===== config.mk =====
export PLATFORM = sky130hd
export DESIGN_NAME = serial_control_port
export DESIGN_NICKNAME = d
export VERILOG_FILES = /design/src/serial_control_port_pkg.sv /design/src/serial_control_port.sv
export SDC_FILE = /design/constraint.sdc
export NUM_CORES = 1
export LEC_CHECK = 0
export BUFFER_PORTS_ARGS = -buffer_cell sky130_fd_sc_hd__buf_4
export CORE_ASPECT_RATIO = 0.75
export CORE_MARGIN = 2
export CORE_UTILIZATION = 54
export DETAILED_ROUTE_END_ITERATION = 16
export MAX_ROUTING_LAYER = met4
export PLACE_DENSITY = 0.73
export SLEW_MARGIN = 5
export SYNTH_ARGS = -nofsm -noshare
export SYNTH_HDL_FRONTEND = slang
export SYNTH_SLANG_ARGS = --single-unit

===== constraint.sdc =====
create_clock -name ref_clk -period 4.85 [get_ports ref_clk]
set_input_delay 0.97 -clock ref_clk [delete_from_list [all_inputs] [get_ports ref_clk]]
set_output_delay 0.97 -clock ref_clk [all_outputs]
set_load 0.005 [all_outputs]

===== src/serial_control_port_pkg.sv =====
/*
 * shared constants and carrier types for the serial control port.
 * assumes a single 10 MHz system clock; the register map itself lives outside.
 */
`default_nettype none

package serial_control_port_pkg;

   // =====================================================================
   // geometry
   localparam int ADDR_W = 14;
   localparam int INSTR_BITS = 16;
   localparam int BYTE_BITS = 8;
   localparam int RW_POS = 15;
   localparam logic [ADDR_W-1:0] ADDR_MIN = 14'h0000;
   localparam logic [ADDR_W-1:0] ADDR_MAX = 14'h3a3b;

   // =====================================================================
   // internally held configuration registers
   localparam logic [ADDR_W-1:0] CFG0_ADDR = 14'h0000;
   localparam logic [ADDR_W-1:0] CFG1_ADDR = 14'h0001;
   localparam logic [ADDR_W-1:0] XFER_ADDR = 14'h000f;
   localparam int LSB_FIRST_POS = 6;
   localparam int ASCEND_POS = 5;
   localparam int FOUR_WIRE_POS = 4;
   localparam int RB_ACTIVE_POS = 5;
   localparam int XFER_POS = 0;
   localparam logic [7:0] CFG0_RST = 8'h00;
   localparam logic [7:0] CFG1_RST = 8'h00;

   // =====================================================================
   // timing
   localparam int CLK_HZ = 10_000_000;
   localparam int I2C_FAST_HZ = 400_000;
   localparam int I2C_STD_HZ = 100_000;
   localparam int I2C_FAST_CYCLES = CLK_HZ / I2C_FAST_HZ;

   // =====================================================================
   // carrier for one register write towards the buffer registers
   typedef struct packed {
      logic [ADDR_W-1:0] addr;
      logic [7:0] data;
   } wr_req_t;

   typedef enum logic [1:0] {
      SPI_IDLE = 2'b00,
      SPI_INSTR = 2'b01,
      SPI_WDATA = 2'b11,
      SPI_RDATA = 2'b10
   } spi_state_t;

   typedef enum logic [2:0] {
      I2C_IDLE = 3'b000,
      I2C_RX = 3'b001,
      I2C_SACK = 3'b011,
      I2C_TX = 3'b010,
      I2C_MACK = 3'b110
   } i2c_state_t;

endpackage

`default_nettype wire


===== src/serial_control_port.sv =====
/*
 * serial control port: spi-style or i2c slave giving a host access to the
 * register map. holds config registers 0x00, 0x01 and the transfer strobe at
 * 0x0f; all other writes leave on wr_req, reads come back on rd_data.
 * assumes the outside register map answers rd_data combinationally from
 * rd_addr and copies buffer to active registers on xfer_pulse.
 */
`timescale 1ns/1ns
`default_nettype none

// How it works
// - 16 instruction bits first, rising edges
// - top bit direction, then 15 address bits
// - topmost address bit forced to zero
// - write bits sampled on rising clock edge
// - writes other than 0x00, 0x01, 0x0f wait in buffers until transfer
// - 0x0f bit0 fires transfer, self clears
// - external pin can also fire transfer
// - transfer copies all buffers to active
// - read bytes driven on falling edges
// - readback never skips any address
// - 0x01 bit5 picks buffer or active readback
// - 0x00 bit6 selects lsb first, next operation
// - 0x00 bit5 chooses increment or decrement
// - streaming spans 0x0000 to 0x3a3b contiguously
// - i2c works at 100 and 400 khz
// - i2c slave only, never drives scl
// - i2c register address is 16 bits
// - answer only own selectable 7-bit address
// - start and stop seen with scl high
// - i2c bytes msb first, ninth bit ack
// - nack on ninth bit returns to idle
// - chip select bounds a transfer, any length
// - data pins high impedance while deselected
// - three wire shares pin, four wire separates
// - protocol chosen at start-up by strap
module serial_control_port #(
   parameter logic [4:0] I2C_ADDR_BASE = 5'h12
) (
   input wire logic ref_clk,
   input wire logic reset_n,
   input wire logic protocol_select_pin,
   input wire logic [1:0] i2c_addr_sel,
   input wire logic chip_select_n,
   input wire logic spi_clk,
   input wire logic sdio_i,
   output logic sdio_o,
   output logic sdio_oe,
   output logic serial_data_out,
   output logic serial_data_out_oe,
   input wire logic scl_i,
   input wire logic sda_i,
   output logic sda_o,
   output logic sda_oe,
   input wire logic xfer_pin,
   input wire logic xfer_pin_en,
   output logic wr_valid,
   output serial_control_port_pkg::wr_req_t wr_req,
   output logic [serial_control_port_pkg::ADDR_W-1:0] rd_addr,
   input wire logic [7:0] rd_data,
   output logic rd_from_active,
   output logic xfer_pulse,
   output logic i2c_mode
);

   localparam int AW = serial_control_port_pkg::ADDR_W;

   // =====================================================================
   // pin synchronisers (no reset: data only)
   logic [1:0] cs_m, sck_m, sdi_m, scl_m, sda_m, xp_m, ps_m;
   logic [3:0] as_m;
   logic cs_s, sck_s, sck_p, sdi_s, scl_s, scl_p, sda_s, sda_p, xp_s, xp_p;

   // two flops per pin, then one more stage on sck, scl, sda and xfer_pin for edge detection
   always_ff @(posedge ref_clk) begin
      cs_m <= {cs_m[0], chip_select_n};
      sck_m <= {sck_m[0], spi_clk};
      sdi_m <= {sdi_m[0], sdio_i};
      scl_m <= {scl_m[0], scl_i};
      sda_m <= {sda_m[0], sda_i};
      xp_m <= {xp_m[0], xfer_pin};
      ps_m <= {ps_m[0], protocol_select_pin};
      as_m <= {as_m[1:0], i2c_addr_sel};
      sck_p <= sck_m[1];
      scl_p <= scl_m[1];
      sda_p <= sda_m[1];
      xp_p <= xp_m[1];
   end
   assign cs_s = cs_m[1];
   assign sck_s = sck_m[1];
   assign sdi_s = sdi_m[1];
   assign scl_s = scl_m[1];
   assign sda_s = sda_m[1];
   assign xp_s = xp_m[1];

   // =====================================================================
   // shared state: straps, config registers, write port, transfer strobe
   logic init_q, init_d, i2c_q, i2c_d;
   logic [1:0] asel_q, asel_d;
   logic [7:0] cfg0_q, cfg0_d, cfg1_q, cfg1_d;
   logic wrv_q, wrv_d, xfer_q, xfer_d;
   serial_control_port_pkg::wr_req_t wr_q, wr_d;
   logic spi_wr, i2c_wr;
   serial_control_port_pkg::wr_req_t spi_req, i2c_req, req;
   logic lsb_first, ascend, four_wire;
   logic [AW-1:0] spi_addr_q, i2c_addr_q;

   assign lsb_first = cfg0_q[serial_control_port_pkg::LSB_FIRST_POS];
   assign ascend = cfg0_q[serial_control_port_pkg::ASCEND_POS];
   assign four_wire = cfg0_q[serial_control_port_pkg::FOUR_WIRE_POS];

   // next address in a stream, parked at either end of the map
   function automatic logic [AW-1:0] step(input logic [AW-1:0] a, input logic up);
      logic [AW-1:0] n;
      n = a;
      if (up) begin
         if (a != serial_control_port_pkg::ADDR_MAX) n = a + 14'h0001;
      end else begin
         if (a != serial_control_port_pkg::ADDR_MIN) n = a - 14'h0001;
      end
      return n;
   endfunction

   // read value for an address; blank addresses still answer
   function automatic logic [7:0] rdval(input logic [AW-1:0] a, input logic [7:0] ext);
      logic [7:0] v;
      v = ext;
      if (a == serial_control_port_pkg::CFG0_ADDR) v = cfg0_q;
      if (a == serial_control_port_pkg::CFG1_ADDR) v = cfg1_q;
      if (a == serial_control_port_pkg::XFER_ADDR) v = 8'h00;
      return v;
   endfunction

   // strap capture, config writes and buffer write forwarding
   always_comb begin
      init_d = 1'b1;
      i2c_d = i2c_q;
      asel_d = asel_q;
      if (!init_q) begin
         i2c_d = ps_m[1];
         asel_d = as_m[3:2];
      end
      cfg0_d = cfg0_q;
      cfg1_d = cfg1_q;
      wrv_d = 1'b0;
      wr_d = wr_q;
      xfer_d = xfer_pin_en && xp_s && !xp_p;
      req = i2c_q ? i2c_req : spi_req;
      if (i2c_q ? i2c_wr : spi_wr) begin
         if (req.addr == serial_control_port_pkg::CFG0_ADDR) begin
            cfg0_d = req.data;
         end else if (req.addr == serial_control_port_pkg::CFG1_ADDR) begin
            cfg1_d = req.data;
         end else if (req.addr == serial_control_port_pkg::XFER_ADDR) begin
            if (req.data[serial_control_port_pkg::XFER_POS]) xfer_d = 1'b1;
         end else begin
            wrv_d = 1'b1;
            wr_d = req;
         end
      end
   end

   always_ff @(posedge ref_clk) begin
      if (!reset_n) begin
         init_q <= 1'b0;
         i2c_q <= 1'b0;
         asel_q <= 2'h0;
         cfg0_q <= serial_control_port_pkg::CFG0_RST;
         cfg1_q <= serial_control_port_pkg::CFG1_RST;
         wrv_q <= 1'b0;
         wr_q <= '0;
         xfer_q <= 1'b0;
      end else begin
         init_q <= init_d;
         i2c_q <= i2c_d;
         asel_q <= asel_d;
         cfg0_q <= cfg0_d;
         cfg1_q <= cfg1_d;
         wrv_q <= wrv_d;
         wr_q <= wr_d;
         xfer_q <= xfer_d;
      end
   end

   assign wr_valid = wrv_q;
   assign wr_req = wr_q;
   assign xfer_pulse = xfer_q;
   assign rd_from_active = cfg1_q[serial_control_port_pkg::RB_ACTIVE_POS];
   assign i2c_mode = i2c_q;
   assign rd_addr = i2c_q ? i2c_addr_q : spi_addr_q;

   // =====================================================================
   // spi front end
   serial_control_port_pkg::spi_state_t spi_q, spi_d;
   logic [15:0] ssr_q, ssr_d;
   logic [7:0] stx_q, stx_d;
   logic [3:0] scnt_q, scnt_d;
   logic [AW-1:0] spi_addr_d;
   logic slsb_q, slsb_d, sload_q, sload_d, sout_q, sout_d;
   logic sck_rise, sck_fall;

   assign sck_rise = sck_s && !sck_p;
   assign sck_fall = !sck_s && sck_p;

   // instruction, write payload and read payload sequencing
   always_comb begin
      spi_d = spi_q;
      ssr_d = ssr_q;
      stx_d = stx_q;
      scnt_d = scnt_q;
      spi_addr_d = spi_addr_q;
      slsb_d = slsb_q;
      sload_d = 1'b0;
      sout_d = sout_q;
      spi_wr = 1'b0;
      spi_req = '{addr: spi_addr_q, data: ssr_q[7:0]};
      if (cs_s) begin
         spi_d = serial_control_port_pkg::SPI_IDLE;
      end else begin
         case (spi_q)
            serial_control_port_pkg::SPI_IDLE: begin
               spi_d = serial_control_port_pkg::SPI_INSTR;
               scnt_d = 4'h0;
               slsb_d = lsb_first;
            end
            serial_control_port_pkg::SPI_INSTR: begin
               if (sck_rise) begin
                  ssr_d = slsb_q ? {sdi_s, ssr_q[15:1]} : {ssr_q[14:0], sdi_s};
                  scnt_d = scnt_q + 4'h1;
                  if (scnt_q == 4'hf) begin
                     spi_addr_d = ssr_d[AW-1:0];
                     scnt_d = 4'h0;
                     if (ssr_d[serial_control_port_pkg::RW_POS]) begin
                        spi_d = serial_control_port_pkg::SPI_RDATA;
                        sload_d = 1'b1;
                     end else begin
                        spi_d = serial_control_port_pkg::SPI_WDATA;
                     end
                  end
               end
            end
            serial_control_port_pkg::SPI_WDATA: begin
               if (sck_rise) begin
                  ssr_d[7:0] = slsb_q ? {sdi_s, ssr_q[7:1]} : {ssr_q[6:0], sdi_s};
                  scnt_d = scnt_q + 4'h1;
                  if (scnt_q == 4'h7) begin
                     scnt_d = 4'h0;
                     spi_wr = 1'b1;
                     spi_req = '{addr: spi_addr_q, data: ssr_d[7:0]};
                     spi_addr_d = step(spi_addr_q, ascend);
                  end
               end
            end
            serial_control_port_pkg::SPI_RDATA: begin
               if (sload_q) stx_d = rdval(spi_addr_q, rd_data);
               if (sck_fall) begin
                  sout_d = slsb_q ? stx_q[0] : stx_q[7];
                  stx_d = slsb_q ? {1'b0, stx_q[7:1]} : {stx_q[6:0], 1'b0};
               end
               if (sck_rise) begin
                  scnt_d = scnt_q + 4'h1;
                  if (scnt_q == 4'h7) begin
                     scnt_d = 4'h0;
                     spi_addr_d = step(spi_addr_q, ascend);
                     sload_d = 1'b1;
                  end
               end
            end
            default: spi_d = serial_control_port_pkg::SPI_IDLE;
         endcase
      end
   end

   always_ff @(posedge ref_clk) begin
      if (!reset_n || i2c_q) begin
         spi_q <= serial_control_port_pkg::SPI_IDLE;
         ssr_q <= 16'h0000;
         stx_q <= 8'h00;
         scnt_q <= 4'h0;
         spi_addr_q <= '0;
         slsb_q <= 1'b0;
         sload_q <= 1'b0;
         sout_q <= 1'b0;
      end else begin
         spi_q <= spi_d;
         ssr_q <= ssr_d;
         stx_q <= stx_d;
         scnt_q <= scnt_d;
         spi_addr_q <= spi_addr_d;
         slsb_q <= slsb_d;
         sload_q <= sload_d;
         sout_q <= sout_d;
      end
   end

   // drive only during read payload; released whenever chip select is high
   assign sdio_o = sout_q;
   assign serial_data_out = sout_q;
   assign sdio_oe = !cs_s && (spi_q == serial_control_port_pkg::SPI_RDATA) && !four_wire;
   assign serial_data_out_oe = !cs_s && (spi_q == serial_control_port_pkg::SPI_RDATA) && four_wire;

   // =====================================================================
   // i2c front end (scl is input only)
   serial_control_port_pkg::i2c_state_t i2c_st_q, i2c_st_d;
   logic [7:0] isr_q, isr_d, itx_q, itx_d, ihi_q, ihi_d;
   logic [3:0] icnt_q, icnt_d;
   logic [1:0] idx_q, idx_d;
   logic [AW-1:0] i2c_addr_d;
   logic irw_q, irw_d, drv_q, drv_d, iload;
   logic scl_rise, scl_fall, i_start, i_stop;

   assign scl_rise = scl_s && !scl_p;
   assign scl_fall = !scl_s && scl_p;
   assign i_start = scl_s && scl_p && sda_p && !sda_s;
   assign i_stop = scl_s && scl_p && !sda_p && sda_s;

   // byte reception, acknowledge, transmission and master acknowledge
   always_comb begin
      i2c_st_d = i2c_st_q;
      isr_d = isr_q;
      itx_d = itx_q;
      ihi_d = ihi_q;
      icnt_d = icnt_q;
      idx_d = idx_q;
      i2c_addr_d = i2c_addr_q;
      irw_d = irw_q;
      drv_d = drv_q;
      iload = 1'b0;
      i2c_wr = 1'b0;
      i2c_req = '{addr: i2c_addr_q, data: isr_q};
      if (i_start) begin
         i2c_st_d = serial_control_port_pkg::I2C_RX; // partial bytes dropped
         idx_d = 2'h0;
         icnt_d = 4'h0;
         drv_d = 1'b0;
      end else if (i_stop) begin
         i2c_st_d = serial_control_port_pkg::I2C_IDLE;
         drv_d = 1'b0;
      end else begin
         case (i2c_st_q)
            serial_control_port_pkg::I2C_IDLE: drv_d = 1'b0;
            serial_control_port_pkg::I2C_RX: begin
               if (scl_rise) begin
                  isr_d = {isr_q[6:0], sda_s};
                  icnt_d = icnt_q + 4'h1;
               end
               if (scl_fall && icnt_q == 4'h8) begin
                  icnt_d = 4'h0;
                  i2c_st_d = serial_control_port_pkg::I2C_SACK;
                  drv_d = 1'b1;
                  idx_d = (idx_q == 2'h3) ? 2'h3 : idx_q + 2'h1;
                  case (idx_q)
                     2'h0: begin
                        irw_d = isr_q[0];
                        if (isr_q[7:1] != {I2C_ADDR_BASE, asel_q}) begin
                           i2c_st_d = serial_control_port_pkg::I2C_IDLE;
                           drv_d = 1'b0;
                        end
                     end
                     2'h1: ihi_d = isr_q;
                     2'h2: i2c_addr_d = {ihi_q[AW-9:0], isr_q};
                     default: begin
                        i2c_wr = 1'b1;
                        i2c_addr_d = step(i2c_addr_q, ascend);
                     end
                  endcase
               end
            end
            serial_control_port_pkg::I2C_SACK: begin
               if (scl_fall) begin
                  drv_d = 1'b0;
                  i2c_st_d = serial_control_port_pkg::I2C_RX;
                  if (irw_q) iload = 1'b1;
               end
            end
            serial_control_port_pkg::I2C_TX: begin
               if (scl_fall) begin
                  if (icnt_q == 4'h8) begin
                     drv_d = 1'b0;
                     i2c_st_d = serial_control_port_pkg::I2C_MACK;
                  end else begin
                     drv_d = !itx_q[7];
                     itx_d = {itx_q[6:0], 1'b0};
                     icnt_d = icnt_q + 4'h1;
                  end
               end
            end
            serial_control_port_pkg::I2C_MACK: begin
               if (scl_rise && sda_s) i2c_st_d = serial_control_port_pkg::I2C_IDLE;
               else if (scl_fall) iload = 1'b1;
            end
            default: i2c_st_d = serial_control_port_pkg::I2C_IDLE;
         endcase
         if (iload) begin
            itx_d = rdval(i2c_addr_q, rd_data);
            drv_d = !itx_d[7];
            itx_d = {itx_d[6:0], 1'b0};
            icnt_d = 4'h1;
            i2c_addr_d = step(i2c_addr_q, ascend);
            i2c_st_d = serial_control_port_pkg::I2C_TX;
         end
      end
   end

   always_ff @(posedge ref_clk) begin
      if (!reset_n || !i2c_q) begin
         i2c_st_q <= serial_control_port_pkg::I2C_IDLE;
         isr_q <= 8'h00;
         itx_q <= 8'h00;
         ihi_q <= 8'h00;
         icnt_q <= 4'h0;
         idx_q <= 2'h0;
         i2c_addr_q <= '0;
         irw_q <= 1'b0;
         drv_q <= 1'b0;
      end else begin
         i2c_st_q <= i2c_st_d;
         isr_q <= isr_d;
         itx_q <= itx_d;
         ihi_q <= ihi_d;
         icnt_q <= icnt_d;
         idx_q <= idx_d;
         i2c_addr_q <= i2c_addr_d;
         irw_q <= irw_d;
         drv_q <= drv_d;
      end
   end

   // open drain: only ever pull low; 400 khz leaves ~12 clocks per scl phase
   assign sda_o = 1'b0;
   assign sda_oe = drv_q;

endmodule

`default_nettype wire


==> out/qor.yml <==
clk_pin_slew_ns: 0.07
h-tree-depth: 4
grt_pass1_wl_um: 39800
hold_viol_final: 0
cp.depth: 3
portBuffers: 64
setup_viol: 0
reg2regPathDepth: 7
grt-ovfl-total: 0
vias: 8189
critical_path_class: "flip-flop to primary output"
setup_slack_ns: 1.67
drtIter0Drc: 926
wl_per_cell_um: 19.1
clockRootBuffer: "clkbuf_16"
cts_resized: 0
ys_async_sr_fraction: 0
hold_depth: 0
synth_cell_types: 80
slowest_delay_ns: 0.83
grt_max_degree: 63
final_core_util: 0.616
ys_warn_count: 0
tns_ns: 0
cts_setup_buffers: 0
critPathSlowestCell: "dfxtp_1"
finalClockSkew_ns: 0.0125
worstPathMaxFanout: 21
fmax_mhz: 314
hpwlAfterDp_um: 17600
dp_slack_ns: 1.63
worstPathCellList: "buf_4, mux2_2, buf_4"
path_buf_inv: 2
antenna_found_initial: 0
min_period_over_period: 0.656
core_area_mm2: 0.0162
top_level_ports: 66
wl_um: 24400
layout.nets: 1092
vias_per_cell: 6.40
crit_family: "flip-flops"
n_antenna_cell: 0
synth_edf_count: 0
p_leak_nw: 3.80
fin_total_pwr_mw: 2.85
grt_pass1_vias: 7348
die_h_um: 116
rows: 40
synth_ff_type: "dfxtp_1"
cts_tree: "yes"
syn-num-nets: 1099
drive_gt1_frac: 0.146
worstHoldPathType: "flip-flop to flip-flop"
cts_sinks: 159
p_per_area_mw_per_mm2: 286
tightest_slew_ns: 1.19
syn_avg_cell_area_um2: 8.46
status: "finished, final reports clean"
cts_buffer_depth: 2
vdd_drop_max_mv: 0.222
cp.arrival_ns: 2.21
cp.required_ns: 3.88
drtAntennaViolNets: 0
maxCapViolations: 0
fin_crit_ns: 3.18
drc_errors: 0
die_w_um: 153
startpoint_type: "flip-flop"
critPathMostFrequentCell: "buf_4"
yosysSeqAreaShare: 0.354
ys_seq_elements: 159
gp_congestion: 1.02
firstDrtPassIters: 6
start_util: 0.556
clk_latency_ns: 0.43
grt_usage: 0.287
hold_buffers: 0
grt_setup_unrepaired: "false"
cts-buffers-inserted: 17
dieArea_mm2: 0.0177
worst_slew_margin_rel: 0.203
slew_violations: 0
syn_area_mm2: 0.00899
area_growth_pct: 10.8
endpoint_kind: "primary output"
synth_cells: 1063
[worst paths after layout]
check / startpoint / to / slack [ns]
setup / recovery: i2c_mode$_SDFFE_PN0N_ / rd_addr[0] / 1.67
hold / removal: sdi_m[0]$_DFF_P_ / sdi_m[1]$_DFF_P_ / 0.33
setup reg to reg: i2c_addr_q[0]$_SDFFE_PP0P_ / i2c_addr_q[4]$_SDFFE_PP0P_ / 1.76
hold reg to reg: sdi_m[0]$_DFF_P_ / sdi_m[1]$_DFF_P_ / 0.33
[cells by family after synthesis]
| family | count (synthesis) | synth area share |
|---|---|---|
| mux | 116 | 0.133 |
| compound gates | 242 | 0.188 |
| simple gates | 397 | 0.232 |
| xor+xnor | 7 | 0.00682 |
| buf+inv | 125 | 0.0637 |
| fa+ha+maj | 16 | 0.0223 |
| other cells | 1 | 0.000417 |
| flops | 159 | 0.354 |
[cells in the mapped netlist, drive strengths merged, types with 24 or more instances]
master	number	area, µm²
a211oi	29	218
a21oi	41	205
buf	36	239
clkbuf	65	244
dfxtp	159	3180
inv	24	90.1
mux2	27	304
mux2i	89	891
nand2	118	443
nand3	36	193
nor2	75	284
nor3	29	166
o21ai	41	205
[routing by layer]
| metal | wire [µm] | vias up | global-route usage |
|---|---|---|---|
| met2 | 9780 | 389 | 0.390 |
| li1 | - | 3913 | - |
| met3 | 2390 | 34 | 0.0722 |
| met4 | 337 | 0 | 0.0691 |
| met1 | 11900 | 3853 | 0.423 |
| met5 | 0 | - | - |
[sequential cells by signal, summed over array words and instances, names as in the netlist, 3 cells and up]
signal / count
as_m: 4
cfg0_q: 8
cfg1_q: 8
i2c_addr_q: 14
i2c_st_q: 3
icnt_q: 4
ihi_q: 6
isr_q: 8
itx_q: 7
scnt_q: 4
spi_addr_q: 14
ssr_q: 16
stx_q: 8
wr_req: 22
[final cells by class]
type                            instances  area (µm²)
Fill cell                            1443        6200
Multi-Input combinational cell        779        5250
Clock inverter                         14         171
Inverter                               24        90.1
Clock buffer                           18         439
Tap cell                              210         263
Sequential cell                       159        3180
Timing Repair Buffer                   75         563
[power breakdown]
group	leakage, nW	switching (mW)	internal [mW]
clock network	0.298	0.604	0.792
logic	2.21	0.0738	0.0443
registers	1.29	0.0157	1.32
total	3.80	0.694	2.16
[per-stage QoR]
step	hold slack (ns)	cells	instance area [µm²]
after detailed placement	0.312	1247	9350
after global routing	0.331	1279	9960
final	0.326	1279	9960
after floorplan	0.310	1063	8990
after CTS	0.328	1279	9960
after global placement	0.310	1247	9350
[layout by cell type, fill, tap and decap left out, types with 5 or more instances in the layout]
cell / instances
nor3_1: 26
o311ai_0: 9
mux2i_1: 89
xnor2_1: 5
nand2_1: 118
inv_1: 24
nand2b_1: 9
o31a_1: 7
o32ai_1: 6
and3_1: 10
nor3b_1: 10
or3_1: 10
mux2_2: 27
o31ai_1: 10
clkbuf_16: 17
buf_4: 75
nor2_1: 74
o211ai_1: 9
o221a_1: 5
nor2b_1: 9
o21ai_0: 38
o21a_1: 6
or4_1: 9
o22ai_1: 14
nor4_1: 13
nor4b_1: 6
nand3_1: 35
ha_1: 16
nand3b_1: 10
and2_1: 9
nand4_1: 18
dfxtp_1: 159
a211oi_1: 29
a21oi_1: 41
a22oi_1: 7
a31oi_1: 22
Power figures use the tool's default switching activity.
